## src/bsr_pkg.sv

```systemverilog
// Purpose: Shared constants and types for the burst SRAM clock and select block
// Assumes: mclk at 200 MHz samples every pin of the memory link
// Notes:   Counts derive from times in their own unit

package bsr_pkg;

    // ==========================================================
    // Configurations
    typedef enum logic [1:0] {
        CFG_X8  = 2'h0,
        CFG_X18 = 2'h1,
        CFG_X36 = 2'h2
    } bsr_cfg_t;

    localparam int AW_X8   = 20;
    localparam int DW_X8   = 8;
    localparam int NBE_X8  = 2;
    localparam int AW_X18  = 19;
    localparam int DW_X18  = 18;
    localparam int NBE_X18 = 2;
    localparam int AW_X36  = 18;
    localparam int DW_X36  = 36;
    localparam int NBE_X36 = 4;

    function automatic int addr_w(input bsr_cfg_t cfg);
        addr_w = (cfg == CFG_X8) ? AW_X8 : (cfg == CFG_X18) ? AW_X18 : AW_X36;
    endfunction

    function automatic int data_w(input bsr_cfg_t cfg);
        data_w = (cfg == CFG_X8) ? DW_X8 : (cfg == CFG_X18) ? DW_X18 : DW_X36;
    endfunction

    function automatic int lanes_w(input bsr_cfg_t cfg);
        lanes_w = (cfg == CFG_X8) ? NBE_X8 : (cfg == CFG_X18) ? NBE_X18 : NBE_X36;
    endfunction

    // ==========================================================
    // Timing
    localparam int CLK_PERIOD_PS    = 5000;
    localparam int CLK_LOSS_NS      = 200;
    localparam int CLK_LOSS_CYC     = (CLK_LOSS_NS * 1000 + CLK_PERIOD_PS - 1) / CLK_PERIOD_PS;
    localparam int LOSS_CW          = 6;
    localparam logic [LOSS_CW-1:0] LOSS_MAX = LOSS_CW'(CLK_LOSS_CYC);
    localparam int DLL_RELOCK_EDGES = 1024;
    localparam int RELOCK_CW        = 10;
    localparam logic [RELOCK_CW-1:0] RELOCK_MAX = RELOCK_CW'(DLL_RELOCK_EDGES - 1);

    // Pin order inside the four-bit clock vector
    localparam int PIN_K  = 0;
    localparam int PIN_KN = 1;
    localparam int PIN_C  = 2;
    localparam int PIN_CN = 3;
    localparam int NCLK   = 4;

endpackage

```

## src/bsr_clk_if.sv

```systemverilog
// Purpose: Carries detected clock events and clock status between block modules
// Assumes: All signals are on mclk
// Notes:   Edge flags are one-cycle pulses

`timescale 1ns/1ps

interface bsr_clk_if;
    logic k_rise;
    logic kn_rise;
    logic out_rise;
    logic outn_rise;
    logic single_clock;
    logic dll_locked;
    logic clk_lost;

    modport mon (output k_rise, kn_rise, out_rise, outn_rise, single_clock, dll_locked, clk_lost);
    modport core (input k_rise, kn_rise, out_rise, outn_rise, single_clock, dll_locked, clk_lost);
endinterface

```

## src/bsr_clk_mon.sv

```systemverilog
// Purpose: Samples the link clocks, finds edges, detects clock loss and single-clock mode
// Assumes: Link clocks are much slower than mclk
// Notes:   DLL is modelled as a relock counter of input clock edges

`timescale 1ns/1ps

module bsr_clk_mon (
    input  wire logic mclk,
    input  wire logic arst_n,
    input  wire logic k,
    input  wire logic k_n,
    input  wire logic c,
    input  wire logic c_n,
    bsr_clk_if.mon    cif
);
    import bsr_pkg::*;

    logic [NCLK-1:0]      s1;
    logic [NCLK-1:0]      s2;
    logic [NCLK-1:0]      s3;
    logic [NCLK-1:0]      rise;
    logic [LOSS_CW-1:0]   k_idle;
    logic [LOSS_CW-1:0]   c_high;
    logic [RELOCK_CW-1:0] lock_cnt;
    logic                 locked;
    logic [2:0]           armed;

    // ==========================================================
    // Synchronisers and edge detect
    // Edges count only once the last stage holds a real pin sample, so no false edge follows reset
    always_ff @(posedge mclk or negedge arst_n) begin
        if (!arst_n) begin
            armed <= '0;
        end else begin
            armed <= {armed[1:0], 1'b1};
        end
    end

    generate
        for (genvar i = 0; i < NCLK; i++) begin : g_sync
            always_ff @(posedge mclk or negedge arst_n) begin
                if (!arst_n) begin
                    s1[i] <= 1'b0;
                    s2[i] <= 1'b0;
                    s3[i] <= 1'b0;
                end else begin
                    s1[i] <= (i == PIN_K) ? k : (i == PIN_KN) ? k_n : (i == PIN_C) ? c : c_n;
                    s2[i] <= s1[i];
                    s3[i] <= s2[i];
                end
            end
            assign rise[i] = s2[i] & ~s3[i] & armed[2];
        end
    endgenerate

    // ==========================================================
    // Input clock loss
    always_ff @(posedge mclk or negedge arst_n) begin
        if (!arst_n) begin
            k_idle <= '0;
        end else if (rise[PIN_K]) begin
            k_idle <= '0;
        end else if (k_idle != LOSS_MAX) begin
            k_idle <= k_idle + 1'b1;
        end
    end

    assign cif.clk_lost = (k_idle == LOSS_MAX);

    // Lost clock resets the loop; relock after a run of input edges
    always_ff @(posedge mclk or negedge arst_n) begin
        if (!arst_n) begin
            lock_cnt <= '0;
            locked   <= 1'b0;
        end else if (cif.clk_lost) begin
            lock_cnt <= '0;
            locked   <= 1'b0;
        end else if (rise[PIN_K] && !locked) begin
            lock_cnt <= lock_cnt + 1'b1;
            locked   <= (lock_cnt == RELOCK_MAX);
        end
    end

    // ==========================================================
    // Output clock pair held high selects the input pair
    always_ff @(posedge mclk or negedge arst_n) begin
        if (!arst_n) begin
            c_high <= '0;
        end else if (!(s2[PIN_C] && s2[PIN_CN])) begin
            c_high <= '0;
        end else if (c_high != LOSS_MAX) begin
            c_high <= c_high + 1'b1;
        end
    end

    assign cif.single_clock = (c_high == LOSS_MAX);
    assign cif.dll_locked   = locked;
    assign cif.k_rise       = rise[PIN_K];
    assign cif.kn_rise      = rise[PIN_KN];
    assign cif.out_rise     = cif.single_clock ? rise[PIN_K] : rise[PIN_C];
    assign cif.outn_rise    = cif.single_clock ? rise[PIN_KN] : rise[PIN_CN];

    // ==========================================================
    // Checks
    a_dll_reset: assert property (@(posedge mclk) disable iff (!arst_n)
        cif.clk_lost |=> !locked)
        else $error("loop not reset on clock loss");

    c_relock: cover property (@(posedge mclk) disable iff (!arst_n) $rose(locked));

endmodule

```

## src/bsr_top.sv

```systemverilog
// Purpose: Clock, echo clock and port select logic of a two-word burst SRAM
// Assumes: Memory core answers a read request with both words one mclk later
// Notes:   Link pins are sampled by mclk; all outputs are on mclk
//
// Function
// - Lost input clock resets the delay loop, which relocks when clock returns.
// - Output clock pair held high makes reads time from the input pair.
// - Echo clocks are complementary, both edges aligned with read data.
// - Active output clock rise drives true echo high, complement low.
// - Complement echo rising marks the first word of each read.
// - Port selects are sampled only on true input clock rising edges.
// - Read port selection never affects writes, and the reverse.
// - Deselecting a port still completes every accepted burst.
// - Eight-bit configuration: 20 address bits, 8 data bits, two nibble enables.
// - Eighteen-bit configuration: 19 address bits, 18 data bits, two byte enables.
// - Thirty-six-bit configuration: 18 address bits, 36 data bits, byte enables.
// - Upper nibble enable gates bits 4-7, lower nibble gates bits 0-3.
// - Eighteen-bit upper byte enable gates bits 9 through 17.
// - Eighteen-bit lower byte enable gates bits 0 through 8.
// - Read selected at input clock rise returns two words after next complement rise.
// - Write: select at clock rise, address at complement rise, data both edges.
// - First read word launches on complement output rise, second on true rise.

`timescale 1ns/1ps

module bsr_top #(
    parameter  bsr_pkg::bsr_cfg_t CFG = bsr_pkg::CFG_X18,
    localparam int                AW  = bsr_pkg::addr_w(CFG),
    localparam int                DW  = bsr_pkg::data_w(CFG),
    localparam int                NBE = bsr_pkg::lanes_w(CFG)
) (
    input  wire logic            mclk,
    input  wire logic            arst_n,
    input  wire logic            k,
    input  wire logic            k_n,
    input  wire logic            c,
    input  wire logic            c_n,
    input  wire logic            read_select_n,
    input  wire logic            write_select_n,
    input  wire logic [AW-1:0]   addr,
    input  wire logic [DW-1:0]   wdata,
    input  wire logic [NBE-1:0]  write_lane_enable_n,
    output logic      [DW-1:0]   q,
    output logic                 q_oe,
    output logic                 echo_timing_out_p,
    output logic                 echo_timing_out_n,
    output logic                 dll_locked,
    output logic                 single_clock_mode,
    output logic                 rd_req,
    output logic      [AW-1:0]   rd_addr,
    input  wire logic [2*DW-1:0] rd_data,
    output logic                 wr_req,
    output logic      [AW-1:0]   wr_addr,
    output logic      [2*DW-1:0] wr_data,
    output logic      [2*DW-1:0] wr_mask
);
    import bsr_pkg::*;

    localparam int LW = DW / NBE;
    localparam int SW = 2 + AW + DW + NBE;

    bsr_clk_if cif ();

    logic [SW-1:0]     p1;
    logic [SW-1:0]     p2;
    logic              rsel_s;
    logic              wsel_s;
    logic [AW-1:0]     addr_s;
    logic [DW-1:0]     wdata_s;
    logic [NBE-1:0]    be_s;
    logic [DW-1:0]     lane_mask;
    logic              rd_take;
    logic              rd_pend;
    logic [2*DW-1:0]   rd_buf;
    logic              w1_valid;
    logic [DW-1:0]     word1;
    logic              w_active;
    logic [DW-1:0]     wbuf0;
    logic [DW-1:0]     wmask0;

    // ==========================================================
    // Clock monitor
    bsr_clk_mon u_clk_mon (
        .mclk   (mclk),
        .arst_n (arst_n),
        .k      (k),
        .k_n    (k_n),
        .c      (c),
        .c_n    (c_n),
        .cif    (cif)
    );

    assign dll_locked        = cif.dll_locked;
    assign single_clock_mode = cif.single_clock;

    // ==========================================================
    // Pin synchronisers, aligned with the clock edge detect
    always_ff @(posedge mclk or negedge arst_n) begin
        if (!arst_n) begin
            p1 <= '1;
            p2 <= '1;
        end else begin
            p1 <= {read_select_n, write_select_n, addr, wdata, write_lane_enable_n};
            p2 <= p1;
        end
    end

    assign {rsel_s, wsel_s, addr_s, wdata_s, be_s} = p2;

    // Widths follow the selected configuration
    generate
        for (genvar i = 0; i < DW; i++) begin : g_lane
            assign lane_mask[i] = ~be_s[i / LW];
        end
    endgenerate

    // ==========================================================
    // Read accept: select seen only at true input clock rise
    always_ff @(posedge mclk or negedge arst_n) begin
        if (!arst_n) begin
            rd_req  <= 1'b0;
            rd_addr <= '0;
        end else begin
            rd_req <= cif.k_rise & ~rsel_s;
            if (cif.k_rise && !rsel_s) begin
                rd_addr <= addr_s;
            end
        end
    end

    always_ff @(posedge mclk or negedge arst_n) begin
        if (!arst_n) begin
            rd_take <= 1'b0;
            rd_buf  <= '0;
        end else begin
            rd_take <= rd_req;
            if (rd_take) begin
                rd_buf <= rd_data;
            end
        end
    end

    // Accepted read waits for the next complement output rise
    always_ff @(posedge mclk or negedge arst_n) begin
        if (!arst_n) begin
            rd_pend <= 1'b0;
        end else if (cif.k_rise && !rsel_s) begin
            rd_pend <= 1'b1;
        end else if (cif.outn_rise) begin
            rd_pend <= 1'b0;
        end
    end

    // ==========================================================
    // Read launch; a later deselect never cuts a burst short
    always_ff @(posedge mclk or negedge arst_n) begin
        if (!arst_n) begin
            q        <= '0;
            q_oe     <= 1'b0;
            word1    <= '0;
            w1_valid <= 1'b0;
        end else if (cif.outn_rise) begin
            q_oe     <= rd_pend;
            w1_valid <= rd_pend;
            if (rd_pend) begin
                q     <= rd_buf[DW-1:0];
                word1 <= rd_buf[2*DW-1:DW];
            end
        end else if (cif.out_rise) begin
            q_oe     <= w1_valid;
            w1_valid <= 1'b0;
            if (w1_valid) begin
                q <= word1;
            end
        end
    end

    // Echo pair: true rises with output clock, complement with its partner
    always_ff @(posedge mclk or negedge arst_n) begin
        if (!arst_n) begin
            echo_timing_out_p <= 1'b0;
            echo_timing_out_n <= 1'b1;
        end else if (cif.out_rise) begin
            echo_timing_out_p <= 1'b1;
            echo_timing_out_n <= 1'b0;
        end else if (cif.outn_rise) begin
            echo_timing_out_p <= 1'b0;
            echo_timing_out_n <= 1'b1;
        end
    end

    // ==========================================================
    // Write: first word with select, address and second word at complement rise
    always_ff @(posedge mclk or negedge arst_n) begin
        if (!arst_n) begin
            w_active <= 1'b0;
            wbuf0    <= '0;
            wmask0   <= '0;
        end else if (cif.k_rise) begin
            w_active <= ~wsel_s;
            if (!wsel_s) begin
                wbuf0  <= wdata_s;
                wmask0 <= lane_mask;
            end
        end else if (cif.kn_rise) begin
            w_active <= 1'b0;
        end
    end

    always_ff @(posedge mclk or negedge arst_n) begin
        if (!arst_n) begin
            wr_req  <= 1'b0;
            wr_addr <= '0;
            wr_data <= '0;
            wr_mask <= '0;
        end else begin
            wr_req <= cif.kn_rise & w_active;
            if (cif.kn_rise && w_active) begin
                wr_addr <= addr_s;
                wr_data <= {wdata_s, wbuf0};
                wr_mask <= {lane_mask, wmask0};
            end
        end
    end

    // ==========================================================
    // Checks
    a_echo_compl: assert property (@(posedge mclk) disable iff (!arst_n)
        echo_timing_out_p != echo_timing_out_n)
        else $error("echo pair not complementary");

    a_echo_rise: assert property (@(posedge mclk) disable iff (!arst_n)
        cif.out_rise |=> echo_timing_out_p && !echo_timing_out_n)
        else $error("echo did not follow output clock rise");

    a_first_word: assert property (@(posedge mclk) disable iff (!arst_n)
        (cif.outn_rise && rd_pend) |=> q_oe && $rose(echo_timing_out_n) && q == $past(rd_buf[DW-1:0]))
        else $error("first read word not marked by complement echo");

    a_second_word: assert property (@(posedge mclk) disable iff (!arst_n)
        (cif.out_rise && w1_valid) |=> q_oe && q == $past(word1) && echo_timing_out_p)
        else $error("second read word lost");

    a_sel_k_only: assert property (@(posedge mclk) disable iff (!arst_n)
        rd_req |-> $past(cif.k_rise) && !$past(rsel_s))
        else $error("read accepted off input clock rise");

    a_rd_wr_indep: assert property (@(posedge mclk) disable iff (!arst_n)
        (cif.k_rise && !rsel_s && !wsel_s) |=> rd_req ##0 w_active)
        else $error("ports interfere");

    a_wr_pair: assert property (@(posedge mclk) disable iff (!arst_n)
        (cif.kn_rise && w_active) |=> wr_req && wr_addr == $past(addr_s) && wr_data[DW-1:0] == $past(wbuf0))
        else $error("write not completed at complement rise");

    a_lane_map: assert property (@(posedge mclk) disable iff (!arst_n)
        lane_mask[0] == !be_s[0] && lane_mask[LW] == !be_s[1] && lane_mask[DW-1] == !be_s[NBE-1])
        else $error("lane enable mapping wrong");

    a_single_src: assert property (@(posedge mclk) disable iff (!arst_n)
        cif.single_clock |-> (cif.out_rise == cif.k_rise) && (cif.outn_rise == cif.kn_rise))
        else $error("single clock mode not using input pair");

    a_read_lat: assert property (@(posedge mclk) disable iff (!arst_n)
        rd_req |-> rd_pend)
        else $error("accepted read not pending");

    c_read: cover property (@(posedge mclk) disable iff (!arst_n) cif.outn_rise && rd_pend);
    c_write: cover property (@(posedge mclk) disable iff (!arst_n) wr_req);
    c_single: cover property (@(posedge mclk) disable iff (!arst_n) cif.single_clock && q_oe);
    c_b2b_read: cover property (@(posedge mclk) disable iff (!arst_n) (rd_req ##[1:20] rd_req));

endmodule

```

## config.mk

```make
export PLATFORM = sky130hd
export DESIGN_NAME = bsr_top
export DESIGN_NICKNAME = d
export VERILOG_FILES = /design/src/bsr_pkg.sv /design/src/bsr_clk_if.sv /design/src/bsr_clk_mon.sv /design/src/bsr_top.sv
export SDC_FILE = /design/constraint.sdc
export NUM_CORES = 1
export LEC_CHECK = 0
export BUFFER_PORTS_ARGS = -buffer_cell sky130_fd_sc_hd__buf_4
export CORE_MARGIN = 2
export CORE_UTILIZATION = 45
export DETAILED_ROUTE_END_ITERATION = 16
export PLACE_DENSITY = 0.7
export SLEW_MARGIN = 20
export SYNTH_ARGS = -nofsm -noshare
export SYNTH_HDL_FRONTEND = slang
export SYNTH_SLANG_ARGS = --single-unit
```

## constraint.sdc

```tcl
create_clock -name mclk -period 2.55 [get_ports mclk]
set_clock_uncertainty 0.2 [all_clocks]
set_input_delay 0.51 -clock mclk [delete_from_list [all_inputs] [get_ports mclk]]
set_output_delay 0.51 -clock mclk [all_outputs]
set_load 0.005 [all_outputs]
```

==> key figures <==
Finish
  • Finished Cell Area: about 14000 um2
  • Nets@finish: 1201
  • Number of antenna diodes: 0
  • Layout cells sized above 1: 40.5%
  • Area Overhead vs Synth: 34.2%

Synthesis
  • Distinct cells, synth: 36
  • Synth Net Count: 910
  • Post-synth ARST share: 100%
  • Post-synth EDFFs: 0
  • Synth Instances: slightly above 800
  • Synthesized cell area: approximately 11000 um2
  • Yosys warnings: 0
  • Yosys reg bits: about 300
  • Ys flop type: dfrtp_1
  • Register area share after synthesis: 70.3%
  • Syn_area_per_cell: approximately 13 um2

Worst setup path
  • CP Cell Sequence: inv_1 > ha_1 > nand4b_4 > nor2_8 > buf_4
  • CP Class: register to output pin
  • CP Buf/Inv Count: 2
  • Critical path's largest stage delay: 0.39 ns
  • Endpoint class of the critical path: output pin
  • Critical Path Start Type: register
  • Worst path slowest cell: dfrtp_1
  • Worst path required time: ~1.8 ns
  • CP arrival: roughly 1.7 ns
  • Top delay family on crit path: flip-flops
  • CP Max Fanout: 7

Clock network
  • Clock Sink Count: 299
  • Post-CTS setup buffers: 0
  • H-Tree Depth: 1
  • Clock root buffer master: clkbuf_16
  • Num CTS Buffers: 31
  • Post_cts resized: 0
  • Clock tree from TritonCTS: built
  • Longest Clk Path Bufs: 3
  • Worst-skew pair later-pin latency: 0.55 ns
  • CTS clk-pin slew, worst paths: 0.06 ns

Die
  • Die span in x: around 160 um
  • Ports: between 200 and 250
  • Die area: 25200 um2
  • Die height: between 150 and 200 um
  • Core area: 23500 um2
  • Core Rows: 56
  • Starting Density: 45.8%

Power
  • Lkg Pwr: 7.03 nW
  • Cell Pwr Density: around 910 nW/um2
  • Worst VDD drop: 569 uV

Global routing
  • Global-route wire length before repair: 37700 um
  • Largest net degree at the start of global routing: just over 70
  • Vias in the first global route: 7207
  • Tot GR Track Use: 18.1%
  • Initial antenna violation count: 0
  • Grt ovf: 0

Timing
  • Worst Max-Slew Pin Slew: 0.558 ns
  • Peak Freq: 414 MHz
  • Setup TNS after final layout: 0 ns
  • Period utilisation layout: roughly 95%
  • Setup Viol. Count Final: 0
  • Count of final max-slew check failures: 0
  • Tmin final: 2.41 ns
  • Final Hold Fails: 0
  • RSZ-0062 raised after global routing: false
  • Slew HR: between 60% and 70%

Route
  • Routed WL: 22200 um
  • Starting DRT DRC Count: 296
  • Routed vias/inst: 4.68
  • 1st-pass router iterations: 4
  • Routed Antenna Nets: 0
  • DRC: 0
  • Vias: 6802
  • Routed len/inst: 15.3 um

Job
  • MaxCap Viol Count: 0

Worst hold path
  • Hold Path Class: primary input to register

Place
  • I/O Buffers: between 200 and 250
  • Detail Placement HPWL: 13800 um
  • Gpl congestion: 0.740
  • Placed cell areas: approximately 13000 um2

Run status
  • Outcome: finished clean
[per-layer routing]
layer | GRT usage (%) | routed length [um]
met5 | 0 | 0
met4 | 3.72 | 402
met3 | 5.46 | 1550
met2 | 30.2 | 10700
met1 | 23.5 | 9550
[cells in the final DEF, fill, tap and decap left out, types with 12 or more instances in the layout]
cell and instances:
mux2_2 73, xor2_1 12, clkbuf_16 31, dfstp_2 83
dlygate4sd3_1 81, buf_4 234, nand2b_1 23, dfrtp_1 216
nand2_1 237, nor2_1 27
[state kept, by name, indices dropped and copies added, names as in the netlist, 2 cells and up]
signal and cells:
p1 41, p2 41, rd_buf 36, wr_data 36, rd_addr 19, wr_addr 19
q 18, wbuf0 18, word1 18, u_clk_mon.lock_cnt 10, u_clk_mon.c_high 6, u_clk_mon.k_idle 6
u_clk_mon.s1 4, u_clk_mon.s2 4, u_clk_mon.s3 4, wr_mask 4, u_clk_mon.armed 3, wmask0 2
[worst register-to-register path, cell delays in order, from the launching register on]
cell	delay (ns)
dfrtp_1	0.39
inv_1	0.10
ha_1	0.19
nand4b_4	0.14
nor2_8	0.19
mux2_4	0.19
buf_4	0.38
mux2_2	0.41
[report_power, final]
group / switching, mW / leakage (nW) / internal [mW] / total, mW
sequential: 0.634 / 3.56 / 5.77 / 6.40
clock: 1.76 / 0.489 / 2.52 / 4.29
combinational: 0.924 / 2.98 / 1.55 / 2.47
[Yosys cell counts, types with 5 or more instances]
library cell,number,area share [%]
clkbuf_1,14,0.49
dfstp_2,83,20
inv_1,7,0.24
nor2_1,29,1.0
xor2_1,12,0.97
dfrtp_1,216,50
buf_6,5,0.52
mux2_2,73,7.6
mux2i_1,7,0.65
o21ai_0,5,0.23
nand2_1,238,8.3
buf_2,8,0.37
nand3_1,7,0.32
o221a_1,10,1.0
buf_4,33,2.3
o221a_2,8,0.83
nand2b_1,23,1.3
xnor2_1,6,0.49
ha_1,5,0.58
[stage by stage]
step	instances	util (%)	total power [mW]	setup WS, ns	hold slack (ns)
after floorplan	822	-	7.48	0.432	0.0144
after global placement	1318	53.9	8.75	0.291	0.134
after detailed placement	1318	53.9	8.85	0.235	0.138
after CTS	1453	61.5	13.3	0.101	0.000400
after global routing	1453	61.5	13.9	0.0311	0.00557
final	1453	61.5	13.2	0.137	0.0219
[path summary, 6_finish.rpt]
| path | start | endpoint | slack [ns] | cells after the start |
|---|---|---|---|---|
| setup reg to reg | u_clk_mon.c_high[0]$_DFFE_PN0P_ | word1[0]$_DFFE_PN0P_ | 0.25 | 7 |
| hold reg to reg | p1[38]$_DFF_PN1_ | p2[38]$_DFF_PN1_ | 0.15 | 0 |
| min in group asynchronous | arst_n | u_clk_mon.lock_cnt[4]$_DFFE_PN0P_ | 0.32 | 2 |
| hold / removal | rd_data[29] | rd_buf[29]$_DFFE_PN0P_ | 0.02 | 2 |
| setup / recovery | u_clk_mon.c_high[0]$_DFFE_PN0P_ | single_clock_mode | 0.14 | 5 |
| max in group asynchronous | arst_n | q[3]$_DFFE_PN0P_ | 1.06 | 3 |
[kinds of logic after synthesis]
| family | Yosys count | synth area share, % |
|---|---|---|
| adders and majority gates | 5 | 0.580 |
| DFF | 299 | 70.3 |
| muxes | 81 | 8.41 |
| and+or+nand+nor | 314 | 12.3 |
| buffers and inverters | 71 | 4.06 |
| other | 1 | 0.0347 |
| AOI/OAI and AO/OA | 33 | 2.83 |
| xor gates and xnor gates | 18 | 1.46 |
[layout make-up]
class	instances	area, um2
Fill cell	1790	9060
Sequential cell	299	7590
Multi-Input combinational cell	452	2780
Timing Repair Buffer	322	2700
Clock buffer	49	943
Tap cell	319	399
Clock inverter	5	43.8
Inverter	7	26.3
[repair_timing]
item                       4_1_cts  5_1_grt
hold buffers                    81        0
setup endpoints to repair        0        0
hold endpoints to repair       137        0
Note: power is estimated with default switching activity, not from simulation.
